`config.mk`:
```
export PLATFORM = sky130hd
export DESIGN_NAME = gpib_message_status_unit
export DESIGN_NICKNAME = d
export VERILOG_FILES = /design/src/hdl/gpib_msu_pkg.sv /design/src/hdl/gpib_message_status_unit.sv
export SDC_FILE = /design/constraint.sdc
export NUM_CORES = 1
export LEC_CHECK = 0
export BUFFER_PORTS_ARGS = -buffer_cell sky130_fd_sc_hd__clkbuf_2
export CORE_MARGIN = 4
export CORE_UTILIZATION = 36
export CTS_CLUSTER_SIZE = 20
export DETAILED_ROUTE_END_ITERATION = 10
export HOLD_SLACK_MARGIN = 0.1
export PLACE_DENSITY = 0.66
export SETUP_SLACK_MARGIN = 0.05
export SYNTH_ARGS = -nofsm -noshare
export SYNTH_HDL_FRONTEND = slang
export SYNTH_SLANG_ARGS = --single-unit
```
`constraint.sdc`:
```
create_clock -name MCLK -period 2.7 [get_ports MCLK]
set_input_delay 0.54 -clock MCLK [delete_from_list [all_inputs] [get_ports MCLK]]
set_output_delay 0.54 -clock MCLK [all_outputs]
set_load 0.01 [all_outputs]
```
`src/hdl/gpib_msu_pkg.sv`:
```
package gpib_msu_pkg;

  // bus address selection
  localparam logic [4:0] ADDR_DEFAULT = 5'h0C;
  localparam logic [4:0] ADDR_MIN = 5'h01;
  localparam logic [4:0] ADDR_MAX = 5'h1E;

  // message terminator selection
  typedef enum logic [1:0] {
    TERM_CRLF = 2'h0,
    TERM_LFCR = 2'h1,
    TERM_LF = 2'h2,
    TERM_EOI = 2'h3
  } term_t;
  localparam term_t TERM_DEFAULT = TERM_CRLF;

  // message characters
  localparam logic [7:0] CHAR_CR = 8'h0D;
  localparam logic [7:0] CHAR_LF = 8'h0A;
  localparam logic [7:0] CHAR_SEMI = 8'h3B;
  localparam logic [7:0] CHAR_QMARK = 8'h3F;
  localparam logic [7:0] CHAR_SPACE = 8'h20;
  localparam logic [6:0] MSG_MAX_LEN = 7'h40;

  // multiline bus command codes (seven bits, attention asserted)
  localparam logic [6:0] CMD_GTL = 7'h01;
  localparam logic [6:0] CMD_SDC = 7'h04;
  localparam logic [6:0] CMD_LLO = 7'h11;
  localparam logic [6:0] CMD_DCL = 7'h14;
  localparam logic [6:0] CMD_SPE = 7'h18;
  localparam logic [6:0] CMD_SPD = 7'h19;
  localparam logic [6:0] CMD_UNL = 7'h3F;
  localparam logic [6:0] CMD_UNT = 7'h5F;
  localparam logic [1:0] GRP_LISTEN = 2'h1;
  localparam logic [1:0] GRP_TALK = 2'h2;

  // status byte layout
  localparam int STB_NEW_BIT = 0;
  localparam int STB_ALARM_BIT = 3;
  localparam int STB_ERROR_BIT = 4;
  localparam int STB_ESB_BIT = 5;
  localparam int STB_RQS_BIT = 6;
  localparam int STB_RAMP_BIT = 7;
  localparam logic [7:0] STB_EVENT_MASK = 8'hB9;
  localparam logic [7:0] STB_RESET = 8'h00;
  localparam logic [7:0] SRE_RESET = 8'h00;

  typedef enum {AH_READY, AH_ACCEPT, AH_WAIT_DAV_HIGH} ah_t;
  typedef enum {SH_IDLE, SH_WAIT_RFD, SH_DAV, SH_WAIT_DAC} sh_t;

  typedef struct packed {
    logic ramp_done;
    logic event_summary;
    logic inst_error;
    logic alarm;
    logic new_reading;
  } status_events_t;

  typedef struct packed {
    logic atn_n;
    logic ren_n;
    logic ifc_n;
    logic eoi_n;
    logic dav_n;
    logic nrfd_n;
    logic ndac_n;
    logic [7:0] dio_n;
  } bus_sample_t;

endpackage

```
`src/hdl/gpib_message_status_unit.sv`:
```
`timescale 1ns/1ps

// How it works
// - remote enable line puts device into remote
// - interface clear abandons any transfer in progress
// - local lockout locks out front panel controls
// - device clear resets interface activity to idle
// - addressed commands need our listen address first
// - addressed go-to-local leaves remote mode
// - serial poll enable sends status byte when talking
// - semicolon splits chained command strings
// - mnemonic, query mark, space, data, terminator
// - responses only sent once talk addressed
// - only the latest query gets answered
// - bit 7 ramp done; bits 1,2 zero
// - bit 5 set by standard event status
// - bit 4 instrument error, bit 3 alarm
// - bit 0 set on fresh input readings
// - service request pulled low on enabled bits
// - enable bit 6 gates service request
// - serial poll clears the reported bits
// - status query reads without clearing
// - enable bit one enables, zero inhibits
// - selectable terminators, carriage return line feed default
// - bus address 1 to 30, default 12
module gpib_message_status_unit (
  input wire logic MCLK,
  input wire logic RESET,
  input wire logic ATN_N_I,
  input wire logic REN_N_I,
  input wire logic IFC_N_I,
  input wire logic EOI_N_I,
  output logic EOI_N_O,
  output logic EOI_N_OE_N,
  input wire logic DAV_N_I,
  output logic DAV_N_O,
  output logic DAV_N_OE_N,
  input wire logic NRFD_N_I,
  output logic NRFD_N_O,
  output logic NRFD_N_OE_N,
  input wire logic NDAC_N_I,
  output logic NDAC_N_O,
  output logic NDAC_N_OE_N,
  input wire logic [7:0] DIO_N_I,
  output logic [7:0] DIO_N_O,
  output logic [7:0] DIO_N_OE_N,
  output logic SRQ_N_O,
  output logic SRQ_N_OE_N,
  input wire logic CFG_WR,
  input wire logic [4:0] CFG_ADDR,
  input wire gpib_msu_pkg::term_t CFG_TERM,
  input wire logic SRE_WR,
  input wire logic [7:0] SRE_DATA,
  input wire gpib_msu_pkg::status_events_t STATUS_EVENTS,
  input wire logic [7:0] RESP_DATA,
  input wire logic RESP_VALID,
  input wire logic RESP_LAST,
  output logic RESP_TAKE,
  output logic [7:0] MSG_DATA,
  output logic MSG_VALID,
  output logic MSG_SEP,
  output logic MSG_QUERY,
  output logic MSG_END,
  output logic MSG_ERR,
  output logic REMOTE,
  output logic PANEL_LOCKED,
  output logic LISTENING,
  output logic TALKING,
  output logic [4:0] BUS_ADDR,
  output logic [7:0] STATUS_BYTE,
  output logic [7:0] SRE_VALUE
);
  import gpib_msu_pkg::*;

  typedef struct packed {
    bus_sample_t s1;
    bus_sample_t s2;
    logic ren_seen;
    ah_t ah;
    sh_t sh;
    logic remote;
    logic lockout;
    logic listen;
    logic talk;
    logic spe;
    logic polled;
    logic [4:0] addr;
    term_t term;
    logic [7:0] stb;
    logic [7:0] sre;
    logic [6:0] len;
    logic term2;
    logic seg_any;
    logic seg_space;
    logic seg_query;
    logic xfer_query;
    logic query_pend;
    logic [7:0] tx_byte;
    logic tx_eoi;
    logic tx_poll;
    logic [7:0] msg_data;
    logic msg_valid;
    logic msg_sep;
    logic msg_query;
    logic msg_end;
    logic msg_err;
    logic resp_take;
    logic [7:0] dio_oe_n;
    logic dav_oe_n;
    logic eoi_oe_n;
    logic nrfd_oe_n;
    logic ndac_oe_n;
    logic srq_oe_n;
    logic [7:0] stb_out;
  } state_t;

  state_t q;
  state_t n;

  // abandon interface activity; ifc also unaddresses and restarts acceptor
  function automatic state_t clear_io(input state_t s, input logic is_ifc);
    state_t r;
    r = s;
    r.len = 7'h00;
    r.term2 = 1'b0;
    r.seg_any = 1'b0;
    r.seg_space = 1'b0;
    r.seg_query = 1'b0;
    r.xfer_query = 1'b0;
    r.query_pend = 1'b0;
    r.sh = SH_IDLE;
    r.dio_oe_n = 8'hFF;
    r.dav_oe_n = 1'b1;
    r.eoi_oe_n = 1'b1;
    if (is_ifc) begin
      r.listen = 1'b0;
      r.talk = 1'b0;
      r.spe = 1'b0;
      r.ah = AH_READY;
      r.nrfd_oe_n = 1'b1;
      r.ndac_oe_n = 1'b1;
    end else begin
      r.stb = STB_RESET;
    end
    return r;
  endfunction

  logic atn;
  logic dav;
  logic eoi;
  logic active;
  logic talk_act;
  logic got;
  logic sep_now;
  logic end_now;
  logic last_query;
  logic rqs;
  logic [7:0] rx;
  logic [7:0] second;

  always_comb begin
    n = q;
    n.s1 = '{ATN_N_I, REN_N_I, IFC_N_I, EOI_N_I, DAV_N_I, NRFD_N_I, NDAC_N_I, DIO_N_I};
    n.s2 = q.s1;
    n.msg_valid = 1'b0;
    n.msg_sep = 1'b0;
    n.msg_query = 1'b0;
    n.msg_end = 1'b0;
    n.msg_err = 1'b0;
    n.resp_take = 1'b0;
    atn = ~q.s2.atn_n;
    dav = ~q.s2.dav_n;
    eoi = ~q.s2.eoi_n;
    rx = ~q.s2.dio_n;
    got = 1'b0;
    sep_now = 1'b0;
    end_now = 1'b0;
    last_query = 1'b0;
    second = (q.term == TERM_CRLF) ? CHAR_LF : CHAR_CR;

    n.ren_seen = ~q.s2.ren_n;
    if (n.ren_seen && !q.ren_seen) begin
      n.remote = 1'b1;
    end
    if (!n.ren_seen) begin
      n.remote = 1'b0;
      n.lockout = 1'b0;
    end

    if (CFG_WR) begin
      if (CFG_ADDR >= ADDR_MIN && CFG_ADDR <= ADDR_MAX) begin
        n.addr = CFG_ADDR;
      end
      n.term = CFG_TERM;
    end
    if (SRE_WR) begin
      n.sre = SRE_DATA;
    end

    // acceptor handshake: all devices during attention, listener otherwise
    active = atn || q.listen;
    case (q.ah)
      AH_READY: begin
        // ready for data: nrfd released, ndac held low while taking part
        n.nrfd_oe_n = 1'b1;
        n.ndac_oe_n = ~active;
        if (active && dav) begin
          got = 1'b1;
          n.nrfd_oe_n = 1'b0;
          n.ah = AH_ACCEPT;
        end
      end
      AH_ACCEPT: begin
        n.ndac_oe_n = 1'b1;
        n.ah = AH_WAIT_DAV_HIGH;
      end
      AH_WAIT_DAV_HIGH: begin
        if (!dav) begin
          n.ndac_oe_n = 1'b0;
          n.nrfd_oe_n = 1'b1;
          n.ah = AH_READY;
        end
      end
      default: n.ah = AH_READY;
    endcase

    // command bytes are only those taken with attention low
    if (got && atn) begin
      if (rx[6:5] == GRP_LISTEN) begin
        if (rx[6:0] == CMD_UNL) begin
          n.listen = 1'b0;
        end else if (rx[4:0] == q.addr) begin
          n.listen = 1'b1;
          n.talk = 1'b0;
        end
      end else if (rx[6:5] == GRP_TALK) begin
        if (rx[6:0] == CMD_UNT) begin
          n.talk = 1'b0;
        end else if (rx[4:0] == q.addr) begin
          n.talk = 1'b1;
          n.listen = 1'b0;
          n.polled = 1'b0;
        end else begin
          n.talk = 1'b0;
        end
      end else begin
        case (rx[6:0])
          CMD_LLO: n.lockout = 1'b1;
          CMD_DCL: n = clear_io(n, 1'b0);
          CMD_SDC: if (q.listen) n = clear_io(n, 1'b0);
          CMD_GTL: if (q.listen) n.remote = 1'b0;
          CMD_SPE: n.spe = 1'b1;
          CMD_SPD: n.spe = 1'b0;
          default: n.spe = n.spe;
        endcase
      end
    end

    // message string checker
    if (got && !atn && q.listen) begin
      if (q.term2) begin
        n.term2 = 1'b0;
        if (rx != second) begin
          n.msg_err = 1'b1;
        end
      end else if ((q.term == TERM_CRLF && rx == CHAR_CR) ||
                   (q.term == TERM_LFCR && rx == CHAR_LF) ||
                   (q.term == TERM_LF && rx == CHAR_LF)) begin
        end_now = 1'b1;
        n.term2 = (q.term != TERM_LF);
      end else begin
        n.len = q.len + 7'h01;
        if (q.len >= MSG_MAX_LEN) begin
          n.msg_err = 1'b1;
        end
        if (rx == CHAR_SEMI) begin
          sep_now = 1'b1;
        end else begin
          n.msg_data = rx;
          n.msg_valid = 1'b1;
          if (rx == CHAR_QMARK) begin
            if (q.seg_space || !q.seg_any || q.xfer_query) begin
              n.msg_err = 1'b1;
            end
            n.seg_query = 1'b1;
            n.xfer_query = 1'b1;
          end else if (rx == CHAR_SPACE) begin
            if (!q.seg_any) begin
              n.msg_err = 1'b1;
            end
            n.seg_space = 1'b1;
          end else begin
            n.seg_any = 1'b1;
          end
        end
        if (q.term == TERM_EOI && eoi) begin
          end_now = 1'b1;
        end
      end
      if (sep_now || end_now) begin
        last_query = n.seg_query;
        n.msg_sep = 1'b1;
        n.msg_query = last_query;
        if (!n.seg_any || (last_query && sep_now)) begin
          n.msg_err = 1'b1;
        end
        n.seg_any = 1'b0;
        n.seg_space = 1'b0;
        n.seg_query = 1'b0;
      end
      if (end_now) begin
        n.msg_end = 1'b1;
        n.len = 7'h00;
        n.xfer_query = 1'b0;
        if (last_query) begin
          n.query_pend = 1'b1;
        end
      end
    end

    // source handshake, only while talk addressed and attention high
    talk_act = q.talk && !atn;
    case (q.sh)
      SH_IDLE: begin
        if (talk_act && q.spe && !q.polled) begin
          n.tx_byte = q.stb_out;
          n.tx_eoi = 1'b0;
          n.tx_poll = 1'b1;
          n.sh = SH_WAIT_RFD;
        end else if (talk_act && !q.spe && q.query_pend && RESP_VALID) begin
          n.tx_byte = RESP_DATA;
          n.tx_eoi = RESP_LAST;
          n.tx_poll = 1'b0;
          n.resp_take = 1'b1;
          n.sh = SH_WAIT_RFD;
        end
        n.dio_oe_n = ~n.tx_byte | {8{n.sh == SH_IDLE}};
        n.eoi_oe_n = ~(n.tx_eoi && n.sh != SH_IDLE);
      end
      SH_WAIT_RFD: begin
        if (q.s2.nrfd_n) begin
          n.dav_oe_n = 1'b0;
          n.sh = SH_DAV;
        end
      end
      SH_DAV: begin
        if (q.s2.ndac_n) begin
          n.dav_oe_n = 1'b1;
          n.dio_oe_n = 8'hFF;
          n.eoi_oe_n = 1'b1;
          n.sh = SH_WAIT_DAC;
          if (q.tx_poll) begin
            n.polled = 1'b1;
            n.stb = n.stb & ~q.tx_byte;
          end
          if (q.tx_eoi) begin
            n.query_pend = 1'b0;
          end
        end
      end
      SH_WAIT_DAC: begin
        if (!q.s2.ndac_n) begin
          n.sh = SH_IDLE;
        end
      end
      default: n.sh = SH_IDLE;
    endcase
    if (!talk_act && q.sh != SH_IDLE) begin
      n.sh = SH_IDLE;
      n.dav_oe_n = 1'b1;
      n.dio_oe_n = 8'hFF;
      n.eoi_oe_n = 1'b1;
    end

    if (!q.s2.ifc_n) begin
      n = clear_io(n, 1'b1);
    end

    // events set after any clear so that a coincident event survives
    if (STATUS_EVENTS.ramp_done) n.stb[STB_RAMP_BIT] = 1'b1;
    if (STATUS_EVENTS.event_summary) n.stb[STB_ESB_BIT] = 1'b1;
    if (STATUS_EVENTS.inst_error) n.stb[STB_ERROR_BIT] = 1'b1;
    if (STATUS_EVENTS.alarm) n.stb[STB_ALARM_BIT] = 1'b1;
    if (STATUS_EVENTS.new_reading) n.stb[STB_NEW_BIT] = 1'b1;
    n.stb = n.stb & STB_EVENT_MASK;

    rqs = n.sre[STB_RQS_BIT] && ((n.stb & n.sre & STB_EVENT_MASK) != 8'h00);
    n.srq_oe_n = ~rqs;
    n.stb_out = n.stb;
    n.stb_out[STB_RQS_BIT] = rqs;
  end

  always_ff @(posedge MCLK) begin
    if (RESET) begin
      q <= '0;
      q.s1 <= '1;
      q.s2 <= '1;
      q.ah <= AH_READY;
      q.sh <= SH_IDLE;
      q.addr <= ADDR_DEFAULT;
      q.term <= TERM_DEFAULT;
      q.stb <= STB_RESET;
      q.sre <= SRE_RESET;
      q.dio_oe_n <= 8'hFF;
      q.dav_oe_n <= 1'b1;
      q.eoi_oe_n <= 1'b1;
      q.nrfd_oe_n <= 1'b1;
      q.ndac_oe_n <= 1'b1;
      q.srq_oe_n <= 1'b1;
    end else begin
      q <= n;
    end
  end

  // open collector: the driven level is always low
  assign DIO_N_O = 8'h00;
  assign DAV_N_O = 1'b0;
  assign EOI_N_O = 1'b0;
  assign NRFD_N_O = 1'b0;
  assign NDAC_N_O = 1'b0;
  assign SRQ_N_O = 1'b0;
  assign DIO_N_OE_N = q.dio_oe_n;
  assign DAV_N_OE_N = q.dav_oe_n;
  assign EOI_N_OE_N = q.eoi_oe_n;
  assign NRFD_N_OE_N = q.nrfd_oe_n;
  assign NDAC_N_OE_N = q.ndac_oe_n;
  assign SRQ_N_OE_N = q.srq_oe_n;
  assign RESP_TAKE = q.resp_take;
  assign MSG_DATA = q.msg_data;
  assign MSG_VALID = q.msg_valid;
  assign MSG_SEP = q.msg_sep;
  assign MSG_QUERY = q.msg_query;
  assign MSG_END = q.msg_end;
  assign MSG_ERR = q.msg_err;
  assign REMOTE = q.remote;
  assign PANEL_LOCKED = q.lockout;
  assign LISTENING = q.listen;
  assign TALKING = q.talk;
  assign BUS_ADDR = q.addr;
  assign STATUS_BYTE = q.stb_out;
  assign SRE_VALUE = q.sre;

endmodule

```
==> impl_metrics.py <==
metrics = {
    "status": {
        "status": "completed",
    },
    "detailed_routing": {
        "route.vias.total": 4476,
        "drt_wl_total_um": 13500,
        "wl_met3_um": 861,
        "dr.pass1.iters": 5,
        "wl_met1_um": 6580,
        "post-route-drc-count": 0,
        "drt_iter0_drc": 258,
        "antenna_left": 0,
        "top_layer": "met4",
        "wl_per_cell_um": 14.1,
        "drt-vias-per-instance": 4.67,
        "route.met2.wl_um": 5780,
    },
    "place": {
        "place_area_sq_um": 6480,
        "portBuffers": 98,
        "gp_congestion": 0.929,
        "place_hpwl_um": 10000,
        "dpl.cell_count": 926,
    },
    "sta": {
        "slew_headroom": 0.409,
        "max_freq_ghz": 0.407,
        "worstMarginPinSlew_ps": 881,
        "fin_crit_sh": 0.910,
        "slew_viol_final": 0,
        "fin_skew_ps": 11.6,
        "fin_tns_setup_ps": 0,
        "period_minus_slack_ps": 2460,
        "whs_ps": 301,
        "rsz0062_at_grt": "yes",
        "setup_viol_count_final": 0,
        "hold_violations": 0,
    },
    "clocking": {
        "cts_sinks": 142,
        "cts_tree": "built",
        "post_cts.repair.setup_buffers": 0,
        "clk_pin_slew_ps": 60,
        "clockRootBuffer": "clkbuf_16",
        "cts_inserted_buffers": 17,
        "insertion_delay_ps": 420,
        "cts_hold_buf": 0,
        "cts.path.max_buffers": 2,
        "h-tree-depth": 4,
    },
    "hold_path": {
        "whs_endpoint": "q[178]",
        "min_from": "EOI_N_I",
        "hold_depth": 2,
        "hold_class": "in2reg",
    },
    "logic_synthesis": {
        "synth_compound_area_frac": 0.137,
        "synth-edff-count": 0,
        "yosys-top-cells-area": "dfxtp_1 48%, buf_4 6.6%, nor2_1 4.5%, or2_2 3.5%, a211oi_1 2.3%",
        "synth_top_area_frac": 0.480,
        "synth_area_sq_um": 5920,
        "synthSimpleGateAreaFrac": 0.223,
        "postSynthAreaPerCell_sq_um": 9.44,
        "yosys_register_bits": 142,
        "async_flop_share": 0,
        "yosysTopAreaCell": "dfxtp_1",
        "ys_types": 74,
        "synthAdderAreaFrac": 0.0230,
        "synth_top_family_by_area": "simple AND/OR/NAND/NOR gates",
        "ys_seq_area_frac": 0.480,
        "synthMuxAreaShare": 0.0315,
        "synth_ff_type": "dfxtp_1",
        "netlist_instances": 627,
        "synth-xor-area-share": 0.00739,
        "yosysWarnings": 0,
    },
    "setup_path": {
        "crit_family": "simple AND/OR/NAND/NOR gates",
        "critPathSlowestCell": "or4b_4",
        "critPathKind": "reg2reg",
        "cp.required_ps": 2980,
        "cp-end-kind": "flip-flop",
        "worstPathMaxFanout": 6,
        "crit_arrival_ps": 2740,
        "cpPeakStageDelay_ps": 540,
        "path_buf_inv": 2,
        "start_kind": "flip-flop",
        "r2r_end": "STATUS_BYTE[6]",
        "reg2reg_setup_slack_ps": 240,
        "reg2reg_depth": 9,
        "crit_chain": "inv_1 -> ha_1 -> nand4bb_4 -> or4b_4 -> buf_4 -> o21ai_2 -> o21bai_1 -> a222oi_1 -> a311oi_1",
        "r2r-start": "q[157]",
    },
    "cells_and_area": {
        "finalNetCount": 788,
        "fillers": 1592,
        "final_common_cell": "dfxtp_1",
        "layout-drive-gt1-share": 0.275,
        "final_cell_mix": "142 x dfxtp_1, 98 x clkbuf_2, 71 x nor2_1",
        "diodes": 0,
        "final_area_sq_um": 7090,
        "syn_to_final_growth_pct": 19.8,
        "fin_cells": 958,
    },
    "global_route": {
        "grt_overflow_total": 0,
        "grt_pass1_wl_um": 21200,
        "grt_start_max_net_pins": 40,
        "track_usage": 0.147,
        "antenna_found_initial": 0,
        "grt_pass1_vias": 4147,
    },
    "job": {
        "maxCapViolCount": 0,
    },
    "die": {
        "die_w_um": 136,
        "initial_core_util": 0.370,
        "die_y_um": 136,
        "core_sq_um": 16000,
        "ios": 114,
        "die_area_sq_um": 18600,
        "row_count": 46,
    },
    "pwr": {
        "ir_worst_vdd_mv": 0.439,
        "total_power_mw": 4.77,
        "leakagePower_nw": 2.84,
        "cellPowerDensity_nw_per_um2": 672,
    },
}
[worst max path at each step]
| stage | cells after the start | slack [ps] | startpoint | end |
|---|---|---|---|---|
| after floorplan | 10 | 210 | q[157] | q[88] |
| after global placement | 8 | 220 | q[119] | q[88] |
| after detailed placement | 8 | 200 | q[119] | q[88] |
| after CTS | 8 | 170 | q[119] | q[88] |
| after global routing | 9 | 50 | q[157] | STATUS_BYTE[6] |
| final | 9 | 240 | q[157] | STATUS_BYTE[6] |
[cell type report]
type / instances / area (sq um) / area share
Sequential cell: 142 / 2840 / 0.401
Multi-Input combinational cell: 434 / 2690 / 0.379
Timing Repair Buffer: 117 / 633 / 0.0893
Clock buffer: 20 / 457 / 0.0644
Tap cell: 216 / 270 / 0.0381
Clock inverter: 12 / 134 / 0.0189
Inverter: 17 / 63.8 / 0.00900
[synthesized netlist by cell type (3+ instances only)]
master	instances
inv_1	17
mux2i_1	13
or4b_1	3
a211oi_1	18
nor3_2	3
or3_1	3
buf_2	7
a31oi_1	7
nand3_1	7
nand2_1	25
a21oi_1	27
buf_4	52
dfxtp_1	142
nor3_1	18
o21ai_1	11
nor2_1	71
clkbuf_1	15
nor4_1	14
o21bai_1	6
ha_1	10
and3_1	3
nand4_1	5
nor3b_1	6
nand3b_1	4
or2_2	33
nor2b_1	14
mux2_2	5
nand2b_1	5
o21ai_0	15
and2_1	3
a22o_1	6
xnor2_1	3
[power breakdown]
group	leakage, nW	switching, mW	total, mW	internal (mW)
registers	1.17	0.0430	2.21	2.17
logic	1.40	0.139	0.257	0.118
clock network	0.275	0.892	2.30	1.41
total	2.84	1.07	4.77	3.69
[worst register-to-register path, stage by stage (launching register included)]
cell       delay, ps
dfxtp_1          350
inv_1             70
ha_1             210
nand4bb_4        240
or4b_4           540
buf_4            170
o21ai_2          100
o21bai_1          90
a222oi_1         390
a311oi_1         150
[metrics by stage]
step	setup slack, ps	utilization
floorplan	213	-
global route	50.9	0.443
global placement	223	0.405
finish	242	0.443
detailed placement	195	0.405
CTS	172	0.442
[sequential cells by signal, indices dropped and copies added (netlist names), 5 cells and up]
signal      cells
SRE_VALUE       8
BUS_ADDR        5
q              97
DIO_N_OE_N      8
MSG_DATA        8
[metal layers]
layer  track usage  up-vias
li1              -     2302
met1         0.202     2021
met2         0.213      133
met3        0.0440       20
met4        0.0622        0
met5             0        -
[cell families (layout without fill, tap and decap cells)]
| family | Yosys count | count (layout) |
|---|---|---|
| buffers and inverters | 95 | 166 |
| XOR/XNOR | 5 | 5 |
| AND/OR/NAND/NOR | 238 | 238 |
| flip-flops | 142 | 142 |
| multiplexers | 18 | 18 |
| other | 1 | 45 |
| adder cells (fa/ha/maj) | 11 | 11 |
| AO/OA/AOI/OAI | 117 | 117 |
[repair_timing]
item	in CTS	in global routing
resized for setup	0	4
setup endpoints to repair	0	5
hold endpoints to repair	0	0
Power figures use the tool's default switching activity.
